### config.mk
export PLATFORM = sky130hd
export DESIGN_NAME = brt_top
export DESIGN_NICKNAME = d
export VERILOG_FILES = /design/src/logic/brt_pkg.sv /design/src/logic/brt_stream_if.sv /design/src/logic/brt_sync.sv /design/src/logic/brt_fifo.sv /design/src/logic/brt_top.sv
export SDC_FILE = /design/constraint.sdc
export NUM_CORES = 2
export LEC_CHECK = 0
export ABC_AREA = 1
export BUFFER_PORTS_ARGS = -buffer_cell sky130_fd_sc_hd__buf_2
export CAP_MARGIN = 10
export CORE_AREA = 2 2 340 342
export CTS_CLUSTER_SIZE = 40
export DETAILED_ROUTE_END_ITERATION = 6
export DIE_AREA = 0 0 342 344
export HOLD_SLACK_MARGIN = 0.08
export PLACE_DENSITY = 0.74
export SLEW_MARGIN = 0
export SYNTH_ARGS = -nofsm -noshare
export SYNTH_HDL_FRONTEND = slang
export SYNTH_HIERARCHICAL = 1
export SYNTH_SLANG_ARGS = --single-unit
### constraint.sdc
create_clock -name hclk -period 2.8 [get_ports hclk]
set_input_delay 0 -clock hclk [delete_from_list [all_inputs] [get_ports hclk]]
set_output_delay 0 -clock hclk [all_outputs]
set_load 0.1 [all_outputs]
### src/logic/brt_pkg.sv
// shared constants for the registered bus transceiver
package brt_pkg;

  // data path shape
  localparam int HALF_W = 8;
  localparam int NUM_HALF = 2;
  localparam int BUS_W = HALF_W * NUM_HALF;
  localparam int CTL_PER_HALF = 6;

  // ahb-lite widths and encodings
  localparam int AHB_AW = 32;
  localparam int AHB_DW = 32;
  localparam int REG_AW = 8;
  localparam int HTRANS_ACT_BIT = 1;
  localparam logic HRESP_OKAY = 1'b0;

  // register byte offsets
  localparam logic [REG_AW-1:0] OFS_CTRL = 8'h00;
  localparam logic [REG_AW-1:0] OFS_CAPT = 8'h04;
  localparam logic [REG_AW-1:0] OFS_STORE = 8'h08;
  localparam logic [REG_AW-1:0] OFS_LOG = 8'h0C;
  localparam logic [REG_AW-1:0] OFS_STAT = 8'h10;
  localparam logic [REG_AW-1:0] OFS_PINS = 8'h14;

  // control register: one field of four bits per half, then override
  localparam int CTRL_FLD_W = 4;
  localparam int FLD_OEB = 0;
  localparam int FLD_OEA_N = 1;
  localparam int FLD_SELB = 2;
  localparam int FLD_SELA = 3;
  localparam int CTRL_OVR_BIT = 8;
  localparam logic [CTRL_FLD_W*NUM_HALF-1:0] CTRL_FLD_RST = 8'hFF & 8'h22;

  // capture strobe register: two bits per half
  localparam int CAPT_W = 2;
  localparam int CAPT_A = 0;
  localparam int CAPT_B = 1;

  // status register bits
  localparam int STAT_EMPTY = 0;
  localparam int STAT_FULL = 1;
  localparam int STAT_DROP = 2;

  // capture log
  localparam int LOG_W = 2 * BUS_W;
  localparam int LOG_DEPTH = 32;

endpackage

### src/logic/brt_stream_if.sv
// valid/ready carrier between the transceiver core and its capture log
`timescale 1ns/1ps
`default_nettype none
interface brt_stream_if #(parameter int W = 32);
  logic in_valid;
  logic in_ready;
  logic [W-1:0] in_data;
  logic out_valid;
  logic out_ready;
  logic [W-1:0] out_data;

  // the core fills and drains
  modport user (output in_valid, output in_data, input in_ready,
                input out_valid, input out_data, output out_ready);
  // the buffer itself
  modport store (input in_valid, input in_data, output in_ready,
                 output out_valid, output out_data, input out_ready);
endinterface
`default_nettype wire

### src/logic/brt_sync.sv
// three-stage pin synchroniser with agreement filter
`timescale 1ns/1ps
`default_nettype none
module brt_sync #(
  parameter int W = 8,
  parameter logic [W-1:0] RST = '0
) (
  // clock and reset
  input wire logic hclk,
  input wire logic hresetn,
  // pins and filtered levels
  input wire logic [W-1:0] raw,
  output logic [W-1:0] filt
);

  typedef struct packed {
    logic [W-1:0] s1;
    logic [W-1:0] s2;
    logic [W-1:0] s3;
    logic [W-1:0] f;
  } brt_sync_st_t;

  brt_sync_st_t q;
  brt_sync_st_t nx;

  // s1 feeds only s2; a bit moves once s2 and s3 agree
  always_comb begin
    nx = q;
    nx.s1 = raw;
    nx.s2 = q.s1;
    nx.s3 = q.s2;
    nx.f = (~(q.s2 ^ q.s3) & q.s2) | ((q.s2 ^ q.s3) & q.f);
  end

  // reset values keep the drive enables idle until pins settle
  always_ff @(posedge hclk or negedge hresetn) begin
    if (!hresetn) begin
      q <= {RST, RST, RST, RST};
    end else begin
      q <= nx;
    end
  end

  assign filt = q.f;

endmodule
`default_nettype wire

### src/logic/brt_fifo.sv
// capture log buffer, width and depth set by parameters
`timescale 1ns/1ps
`default_nettype none
module brt_fifo #(
  parameter int W = 32,
  parameter int DEPTH = 32
) (
  // clock and reset
  input wire logic hclk,
  input wire logic hresetn,
  // both handshake sides
  brt_stream_if.store s
);

  localparam int AW = $clog2(DEPTH);

  // depth must be a power of two: pointers wrap by overflow
  typedef struct packed {
    logic [DEPTH-1:0][W-1:0] mem;
    logic [AW-1:0] wp;
    logic [AW-1:0] rp;
    logic [AW:0] cnt;
  } brt_fifo_st_t;

  brt_fifo_st_t q;
  brt_fifo_st_t nx;
  logic push;
  logic pop;

  // full refuses a push even when a pop happens in the same cycle
  assign s.in_ready = (q.cnt != (AW+1)'(DEPTH));
  assign s.out_valid = (q.cnt != '0);
  assign s.out_data = q.mem[q.rp];
  assign push = s.in_valid & s.in_ready;
  assign pop = s.out_valid & s.out_ready;

  // pointer and occupancy update
  always_comb begin
    nx = q;
    if (push) begin
      nx.mem[q.wp] = s.in_data;
      nx.wp = q.wp + 1'b1;
    end
    if (pop) begin
      nx.rp = q.rp + 1'b1;
    end
    nx.cnt = q.cnt + (AW+1)'(push) - (AW+1)'(pop);
  end

  always_ff @(posedge hclk or negedge hresetn) begin
    if (!hresetn) begin
      q <= '0;
    end else begin
      q <= nx;
    end
  end

endmodule
`default_nettype wire

### src/logic/brt_top.sv
// registered bus transceiver: two halves, pin sync, capture log, ahb-lite regs
`timescale 1ns/1ps
`default_nettype none

// Summary of operation
// - two independent 8-bit halves, usable together as one 16-bit path
// - each half has own capture clocks, source selects and drive enables
// - select low passes opposite bus live; select high drives stored register
// - changing a select never shows a spurious value on driven outputs
// - capture clock rising edge loads source pins, whatever selects and enables say
// - capture always active, even while the device drives that port
// - isolation: both ports inputs, clock edges still load both registers
// - both enables low: A drives live B, or stored B when selected
// - both enables high: B drives live A, or stored A when selected
// - B enabled, A enabled, both selects high: both ports drive stored data
// - B driven and both clocks rise: both registers take A-side data
// - A driven and both clocks rise: both registers take B-side data
// - live mode with both ports driving: each output reinforces its input
// - undriven data pins hold their last level
module brt_top (
  // bus clock and reset
  input wire logic hclk,
  input wire logic hresetn,
  // ahb-lite slave
  input wire logic hsel,
  input wire logic [brt_pkg::AHB_AW-1:0] haddr,
  input wire logic [1:0] htrans,
  input wire logic hwrite,
  input wire logic [2:0] hsize,
  input wire logic [brt_pkg::AHB_DW-1:0] hwdata,
  input wire logic hready,
  output logic [brt_pkg::AHB_DW-1:0] hrdata,
  output logic hreadyout,
  output logic hresp,
  // per-half control pins, bit index is the half
  input wire logic [brt_pkg::NUM_HALF-1:0] b_side_drive_enable,
  input wire logic [brt_pkg::NUM_HALF-1:0] a_side_drive_enable_n,
  input wire logic [brt_pkg::NUM_HALF-1:0] b_output_source_select,
  input wire logic [brt_pkg::NUM_HALF-1:0] a_output_source_select,
  input wire logic [brt_pkg::NUM_HALF-1:0] a_capture_clock,
  input wire logic [brt_pkg::NUM_HALF-1:0] b_capture_clock,
  // a port pins
  input wire logic [brt_pkg::BUS_W-1:0] a_port_bit_i,
  output logic [brt_pkg::BUS_W-1:0] a_port_bit_o,
  output logic [brt_pkg::BUS_W-1:0] a_port_bit_oe,
  // b port pins
  input wire logic [brt_pkg::BUS_W-1:0] b_port_bit_i,
  output logic [brt_pkg::BUS_W-1:0] b_port_bit_o,
  output logic [brt_pkg::BUS_W-1:0] b_port_bit_oe,
  // capture log back-pressure
  output logic log_ready
);
  import brt_pkg::*;

  localparam int SW = CTL_PER_HALF * NUM_HALF + 2 * BUS_W;

  // drive-enable-low pins reset high so nothing drives before pins settle
  localparam logic [SW-1:0] SYNC_RST = {
    {(3 * NUM_HALF){1'b0}},
    {NUM_HALF{1'b1}},
    {(2 * NUM_HALF + 2 * BUS_W){1'b0}}
  };

  typedef struct packed {
    logic [BUS_W-1:0] a_store;
    logic [BUS_W-1:0] b_store;
    logic [BUS_W-1:0] a_out;
    logic [BUS_W-1:0] b_out;
    logic [BUS_W-1:0] a_oe;
    logic [BUS_W-1:0] b_oe;
    logic [NUM_HALF-1:0] clka_q;
    logic [NUM_HALF-1:0] clkb_q;
    logic ovr;
    logic [CTRL_FLD_W*NUM_HALF-1:0] fld;
    logic drop;
    logic ph_act;
    logic ph_wr;
    logic [REG_AW-1:0] ph_addr;
    logic [AHB_DW-1:0] rdata;
  } brt_top_st_t;

  brt_top_st_t q;
  brt_top_st_t nx;

  // filtered pin levels
  logic [SW-1:0] filt;
  logic [NUM_HALF-1:0] clka_f;
  logic [NUM_HALF-1:0] clkb_f;
  logic [NUM_HALF-1:0] oeb_f;
  logic [NUM_HALF-1:0] oea_n_f;
  logic [NUM_HALF-1:0] selb_f;
  logic [NUM_HALF-1:0] sela_f;
  logic [BUS_W-1:0] a_f;
  logic [BUS_W-1:0] b_f;

  // per-cycle events and bus decode
  logic [NUM_HALF-1:0] ev_a;
  logic [NUM_HALF-1:0] ev_b;
  logic [CAPT_W*NUM_HALF-1:0] sw_capt;
  logic wr_hit;
  logic drop_clr;
  logic acc;
  logic log_push;
  logic log_pop;

  brt_stream_if #(.W(LOG_W)) lg ();

  // choose a control source: register field under override, else the pin
  function automatic logic pick(input logic ovr, input logic fld, input logic pin);
    return ovr ? fld : pin;
  endfunction

  // read multiplexer, evaluated in the address phase
  function automatic logic [AHB_DW-1:0] rd_word(
    input logic [REG_AW-1:0] a,
    input brt_top_st_t s,
    input logic lg_valid,
    input logic lg_ready,
    input logic [LOG_W-1:0] lg_word,
    input logic [2*BUS_W-1:0] pins
  );
    logic [AHB_DW-1:0] r;
    r = '0;
    case (a)
      OFS_CTRL: begin
        r[CTRL_FLD_W*NUM_HALF-1:0] = s.fld;
        r[CTRL_OVR_BIT] = s.ovr;
      end
      OFS_STORE: begin
        r = {s.b_store, s.a_store};
      end
      OFS_LOG: begin
        r = lg_valid ? lg_word : '0;
      end
      OFS_STAT: begin
        r[STAT_EMPTY] = ~lg_valid;
        r[STAT_FULL] = ~lg_ready;
        r[STAT_DROP] = s.drop;
      end
      OFS_PINS: begin
        r = pins;
      end
      default: begin
        r = '0;
      end
    endcase
    return r;
  endfunction

  // every pin passes the three-stage filter; data and clocks share one
  // path so a clock edge and the data it samples stay aligned
  brt_sync #(
    .W(SW),
    .RST(SYNC_RST)
  ) u_sync (
    .hclk(hclk),
    .hresetn(hresetn),
    .raw({a_capture_clock, b_capture_clock, b_side_drive_enable,
          a_side_drive_enable_n, b_output_source_select,
          a_output_source_select, a_port_bit_i, b_port_bit_i}),
    .filt(filt)
  );

  assign {clka_f, clkb_f, oeb_f, oea_n_f, selb_f, sela_f, a_f, b_f} = filt;

  // capture log of register snapshots
  brt_fifo #(
    .W(LOG_W),
    .DEPTH(LOG_DEPTH)
  ) u_log (
    .hclk(hclk),
    .hresetn(hresetn),
    .s(lg.store)
  );

  // data-phase write decode; zero wait states so hready is not rechecked
  assign wr_hit = q.ph_act & q.ph_wr;
  assign drop_clr = wr_hit & (q.ph_addr == OFS_STAT) & hwdata[STAT_DROP];
  assign sw_capt = (wr_hit && q.ph_addr == OFS_CAPT) ?
                   hwdata[CAPT_W*NUM_HALF-1:0] : '0;

  // address phase accepted on a nonseq or seq transfer
  assign acc = hsel & hready & htrans[HTRANS_ACT_BIT];
  assign log_pop = acc & ~hwrite & (haddr[REG_AW-1:0] == OFS_LOG) & lg.out_valid;

  // core next state
  always_comb begin
    logic oeb_e;
    logic oea_n_e;
    logic selb_e;
    logic sela_e;
    oeb_e = 1'b0;
    oea_n_e = 1'b1;
    selb_e = 1'b0;
    sela_e = 1'b0;
    nx = q;
    ev_a = '0;
    ev_b = '0;

    // control register write
    if (wr_hit && q.ph_addr == OFS_CTRL) begin
      nx.ovr = hwdata[CTRL_OVR_BIT];
      nx.fld = hwdata[CTRL_FLD_W*NUM_HALF-1:0];
    end

    for (int h = 0; h < NUM_HALF; h++) begin
      // each half runs from its own controls and clocks
      oeb_e = pick(q.ovr, q.fld[h*CTRL_FLD_W+FLD_OEB], oeb_f[h]);
      oea_n_e = pick(q.ovr, q.fld[h*CTRL_FLD_W+FLD_OEA_N], oea_n_f[h]);
      selb_e = pick(q.ovr, q.fld[h*CTRL_FLD_W+FLD_SELB], selb_f[h]);
      sela_e = pick(q.ovr, q.fld[h*CTRL_FLD_W+FLD_SELA], sela_f[h]);

      // rising edge of the filtered clock, or a software strobe
      ev_a[h] = (clka_f[h] & ~q.clka_q[h]) | sw_capt[h*CAPT_W+CAPT_A];
      ev_b[h] = (clkb_f[h] & ~q.clkb_q[h]) | sw_capt[h*CAPT_W+CAPT_B];

      // loads ignore selects and enables; the pin level seen includes
      // our own drive, so a driven port captures what we put on it
      if (ev_a[h]) begin
        nx.a_store[h*HALF_W +: HALF_W] = a_f[h*HALF_W +: HALF_W];
      end
      if (ev_b[h]) begin
        nx.b_store[h*HALF_W +: HALF_W] = b_f[h*HALF_W +: HALF_W];
      end
      // no edge: the register keeps its word, assigned only above

      // b side: live a or stored a; undriven bits follow the pin level
      nx.b_oe[h*HALF_W +: HALF_W] = {HALF_W{oeb_e}};
      if (!oeb_e) begin
        nx.b_out[h*HALF_W +: HALF_W] = b_f[h*HALF_W +: HALF_W];
      end else if (selb_e) begin
        nx.b_out[h*HALF_W +: HALF_W] = q.a_store[h*HALF_W +: HALF_W];
      end else begin
        nx.b_out[h*HALF_W +: HALF_W] = a_f[h*HALF_W +: HALF_W];
      end

      // a side: live b or stored b
      nx.a_oe[h*HALF_W +: HALF_W] = {HALF_W{~oea_n_e}};
      if (oea_n_e) begin
        nx.a_out[h*HALF_W +: HALF_W] = a_f[h*HALF_W +: HALF_W];
      end else if (sela_e) begin
        nx.a_out[h*HALF_W +: HALF_W] = q.b_store[h*HALF_W +: HALF_W];
      end else begin
        nx.a_out[h*HALF_W +: HALF_W] = b_f[h*HALF_W +: HALF_W];
      end
    end

    // the mux is followed by a flop, so a select change moves the
    // output in one clean step with no in-between word

    nx.clka_q = clka_f;
    nx.clkb_q = clkb_f;

    // a full log loses the snapshot, never the capture itself;
    // a new loss in the clearing cycle keeps the flag set
    nx.drop = (q.drop & ~drop_clr) | (log_push & ~lg.in_ready);

    // bus address phase: read data is fetched here and held as a flop
    nx.ph_act = acc;
    nx.ph_wr = hwrite;
    nx.ph_addr = haddr[REG_AW-1:0];
    if (acc && !hwrite) begin
      nx.rdata = rd_word(haddr[REG_AW-1:0], q, lg.out_valid, lg.in_ready,
                         lg.out_data, {b_f, a_f});
    end
  end

  // one snapshot per cycle in which any register loads
  assign log_push = |{ev_a, ev_b};
  assign lg.in_valid = log_push;
  assign lg.in_data = {nx.b_store, nx.a_store};
  assign lg.out_ready = log_pop;

  // reset clears both stores and releases both ports
  always_ff @(posedge hclk or negedge hresetn) begin
    if (!hresetn) begin
      q <= '0;
    end else begin
      q <= nx;
    end
  end

  // pin and bus outputs
  assign a_port_bit_o = q.a_out;
  assign a_port_bit_oe = q.a_oe;
  assign b_port_bit_o = q.b_out;
  assign b_port_bit_oe = q.b_oe;
  assign hrdata = q.rdata;
  assign hreadyout = 1'b1;
  assign hresp = HRESP_OKAY;
  assign log_ready = lg.in_ready;

endmodule
`default_nettype wire

==> impl_metrics.csv <==
group,metric,value,unit
synthesis,ys_ff_latch,1340,
floorplanning,die_h,344,um
clock_tree,insertion_delay,780,ps
sta,skew,30.02,ps
clock_tree,h-tree-depth,4,
clock_tree,clk_pin_slew_worst_paths,70,ps
placed_design,port_buffers,163,
sta,tightest_slew,1063,ps
synthesis,ys.flop_type,"dfrtp_1",
sta,hold_slack,270.6,ps
min_path,hold_start,"hwdata[2]",
sta,relSlewSlack,29.07,%
sta,finalSetupTns,0,ps
sta,clock.fmax,368.2,MHz
route,first_iter_violations,6518,
global_route,grt_overflow,0,
route,drc,0,
floorplanning,die_x,342,um
min_path,hold_class,"primary input to flip-flop",
synthesis,yosys.area.top_type,"dfrtp_1",
clock_tree,cts_buffers,138,
power_and_ir_drop,peakVddDrop,0.6569,mV
synthesis,yosys_warnings,6,
power_and_ir_drop,leakagePower,34.69,nW
clock_tree,numClockSinks,1340,
synthesis,seq_area_frac_synth,53.93,%
critical_path,r2r_cells,15,
critical_path,worstSetupStartpointType,"flip-flop",
cells_and_area,utilization,61.21,%
run_status,status,"finished, final reports clean",
synthesis,syn_area_per_cell,8.112,um^2
route,ant_nets,0,
min_path,min_to,"q[42]$_DFF_PN0_",
sta,finalHoldViolCount,0,
floorplanning,dieArea,117600,um^2
critical_path,r2r-start,"q[38]$_DFF_PN0_",
synthesis,syn-num-nets,7800,
synthesis,syn_inst,7667,
cells_and_area,diodes,0,
synthesis,synthDistinctLibCells,48,
critical_path,cp.required,3440,ps
placed_design,gp_congestion,0.8819,
cells_and_area,final_cell_count_no_fill,9238,
synthesis,synthesis.area,62190,um^2
sta,drv_slew,0,
min_path,whs_path_depth,7,
run,maxCapViolCount,0,
route,drt_pass1_iterations,7,
cells_and_area,drive_gt1_share,10.39,%
cells_and_area,final_cell_mix,"nand2_1 (2686), dfrtp_1 (1328), o21ai_0 (843)",
cells_and_area,finalNetCount,7753,
cells_and_area,final.fill_count,9597,
clock_tree,cts_tree,"built",
global_route,grt_pass1_wl,286.3,mm
placed_design,dp_cells,8852,
critical_path,reg2reg_to,"u_log/q[4]$_DFF_PN0_",
floorplanning,num_io_pins,217,
route,wirelength,184.7,mm
synthesis,synth_area_leaders,"dfrtp_1 (54%), nand2_1 (16%), o21ai_0 (6.8%)",
route,vias,52096,
synthesis,synth_top_area_share,53.60,%
placed_design,hpwlAfterDp,98.65,mm
critical_path,worst_setup_path_end_kind,"flip-flop",
cells_and_area,area_growth,12.09,%
sta,period_share,97.00,%
floorplanning,rows,124,
floorplanning,start_util,54.61,%
global_route,grt_pass1_vias,49711,
route,post_drt_wl_per_cell,19.99,um
power_and_ir_drop,total_power,66.58,mW
floorplanning,core,113900,um^2
sta,finalCriticalPeriod,2716,ps
sta,setup-violations-final,0,
critical_path,critPathMaxFanout,6,
clock_tree,root_buffer,"clkbuf_16",
global_route,antenna_found_initial,0,
power_and_ir_drop,power_density,955.2,nW/um^2
cells_and_area,final_common_cell,"nand2_1",
critical_path,cp.arrival,3360,ps
global_route,grt_use_total,31.37,%
synthesis,synthArstFlopShare,100.0,%
route,viasPerCell,5.639,
synthesis,synth_edf_count,0,
critical_path,rrSetupSlack,80,ps
sta,rsz0062_at_grt,"true",
global_route,grt_max_degree,143,
clock_tree,cts.path.max_buffers,3,
critical_path,path_class,"flip-flop to flip-flop",
[report_power, final]
group          internal (mW)  switching [mW]  leakage, nW  total (mW)
Clock                   10.6            7.87         2.25        18.5
Combinational           6.30            11.8         15.4        18.0
Sequential              26.3            3.81         17.0        30.1
[cells in the mapped netlist, types with 3 or more instances]
cell and n:
nand3_2 24, nor2_1 186, buf_2 147, o22ai_1 16
nor3_1 3, a31oi_1 8, a21oi_1 135, nand4_4 12
o21ai_1 158, dfrtp_1 1332, clkbuf_1 299, o21ai_0 844
buf_6 38, dfstp_2 8, nand2_2 41, xor2_1 9
nand2_1 2691, nor2_2 3, nor2_4 4, o21ai_2 80
nand3_1 680, inv_2 13, o211ai_1 41, buf_4 160
inv_1 658, ha_1 14, buf_1 30
[layer usage]
layer | global-route usage [%] | share of wire [%]
met5 | 0 | 0
met4 | 15.40 | 5.0
met3 | 4.916 | 8.7
met2 | 49.43 | 46
met1 | 42.67 | 40
[worst max-delay path by stage]
stage | from | end | slack [ps] | cells after the start
5_1_grt | q[38]$_DFF_PN0_ | u_log/q[4]$_DFF_PN0_ | -60 | 15
3_3_place_gp | q[39]$_DFF_PN0_ | u_log/q[4]$_DFF_PN0_ | 70 | 15
2_1_floorplan | q[39]$_DFF_PN0_ | u_log/q[4]$_DFF_PN0_ | 9 | 16
6_report | q[38]$_DFF_PN0_ | u_log/q[4]$_DFF_PN0_ | 80 | 15
4_1_cts | q[39]$_DFF_PN0_ | u_log/q[4]$_DFF_PN0_ | 0.4 | 15
3_5_place_dp | q[39]$_DFF_PN0_ | u_log/q[4]$_DFF_PN0_ | 20 | 15
[cell type report]
class                      instances  area [um^2]  share of cell area (%)
timing repair inverter             1        7.507                 0.01077
multi-input combinational       4974        22510                   32.28
clock buffer                     197         4016                   5.762
clock inverter                    49        539.3                  0.7736
timing repair buffer             491         4637                   6.652
inverter                         674         2557                   3.669
sequential                      1340        33550                   48.14
tap                             1512         1892                   2.714
[flip-flops by register name, summed over array words and instances (netlist names), named ones only]
| register | flops |
|---|---|
| a_port_bit_o | 16 |
| a_port_bit_oe | 2 |
| b_port_bit_o | 16 |
| b_port_bit_oe | 2 |
| hrdata | 32 |
| q | 56 |
| u_log/q | 1040 |
| u_sync/nx | 88 |
| u_sync/q | 44 |
[critical path, stage by stage (launching register included)]
cell and delay [ps]:
dfrtp_1 390, or2_1 260, nor2_4 200, nand3_1 130
nand2_2 90, nor2_1 60, nand2_2 100, nand2_4 60
ha_1 280, inv_1 60, ha_2 180, inv_1 60
fa_2 370, o21ai_2 120, a21oi_1 80, xor2_1 140
[through the flow]
| step | instance area [um^2] | worst slack, ps |
|---|---|---|
| after floorplan | 62200 | 8.626 |
| after global placement | 63710 | 70.36 |
| after detailed placement | 63710 | 24.17 |
| final | 69710 | 83.91 |
| after CTS | 69630 | 0.4192 |
| after global routing | 69710 | -55.50 |
[cell families after synthesis]
logic type | after synthesis | synth area share (%)
AND/OR/NAND/NOR | 3661 | 24.52
multiplexers | 3 | 0.08048
flip-flops | 1340 | 53.93
AO/OA/AOI/OAI | 1282 | 11.01
buffers and inverters | 1353 | 9.973
XOR/XNOR | 11 | 0.1549
other | 2 | 0.01208
adder cells (fa/ha/maj) | 15 | 0.3139
[timing repair]
| action | CTS | global route |
|---|---|---|
| setup endpoints to repair | 0 | 43 |
| endpoints found under the hold margin | 1467 | 0 |
| hold buffers | 134 | 0 |
| resized for setup | 0 | 13 |
| setup buffers | 0 | 5 |
No activity file was read; power rests on OpenSTA's default activity.
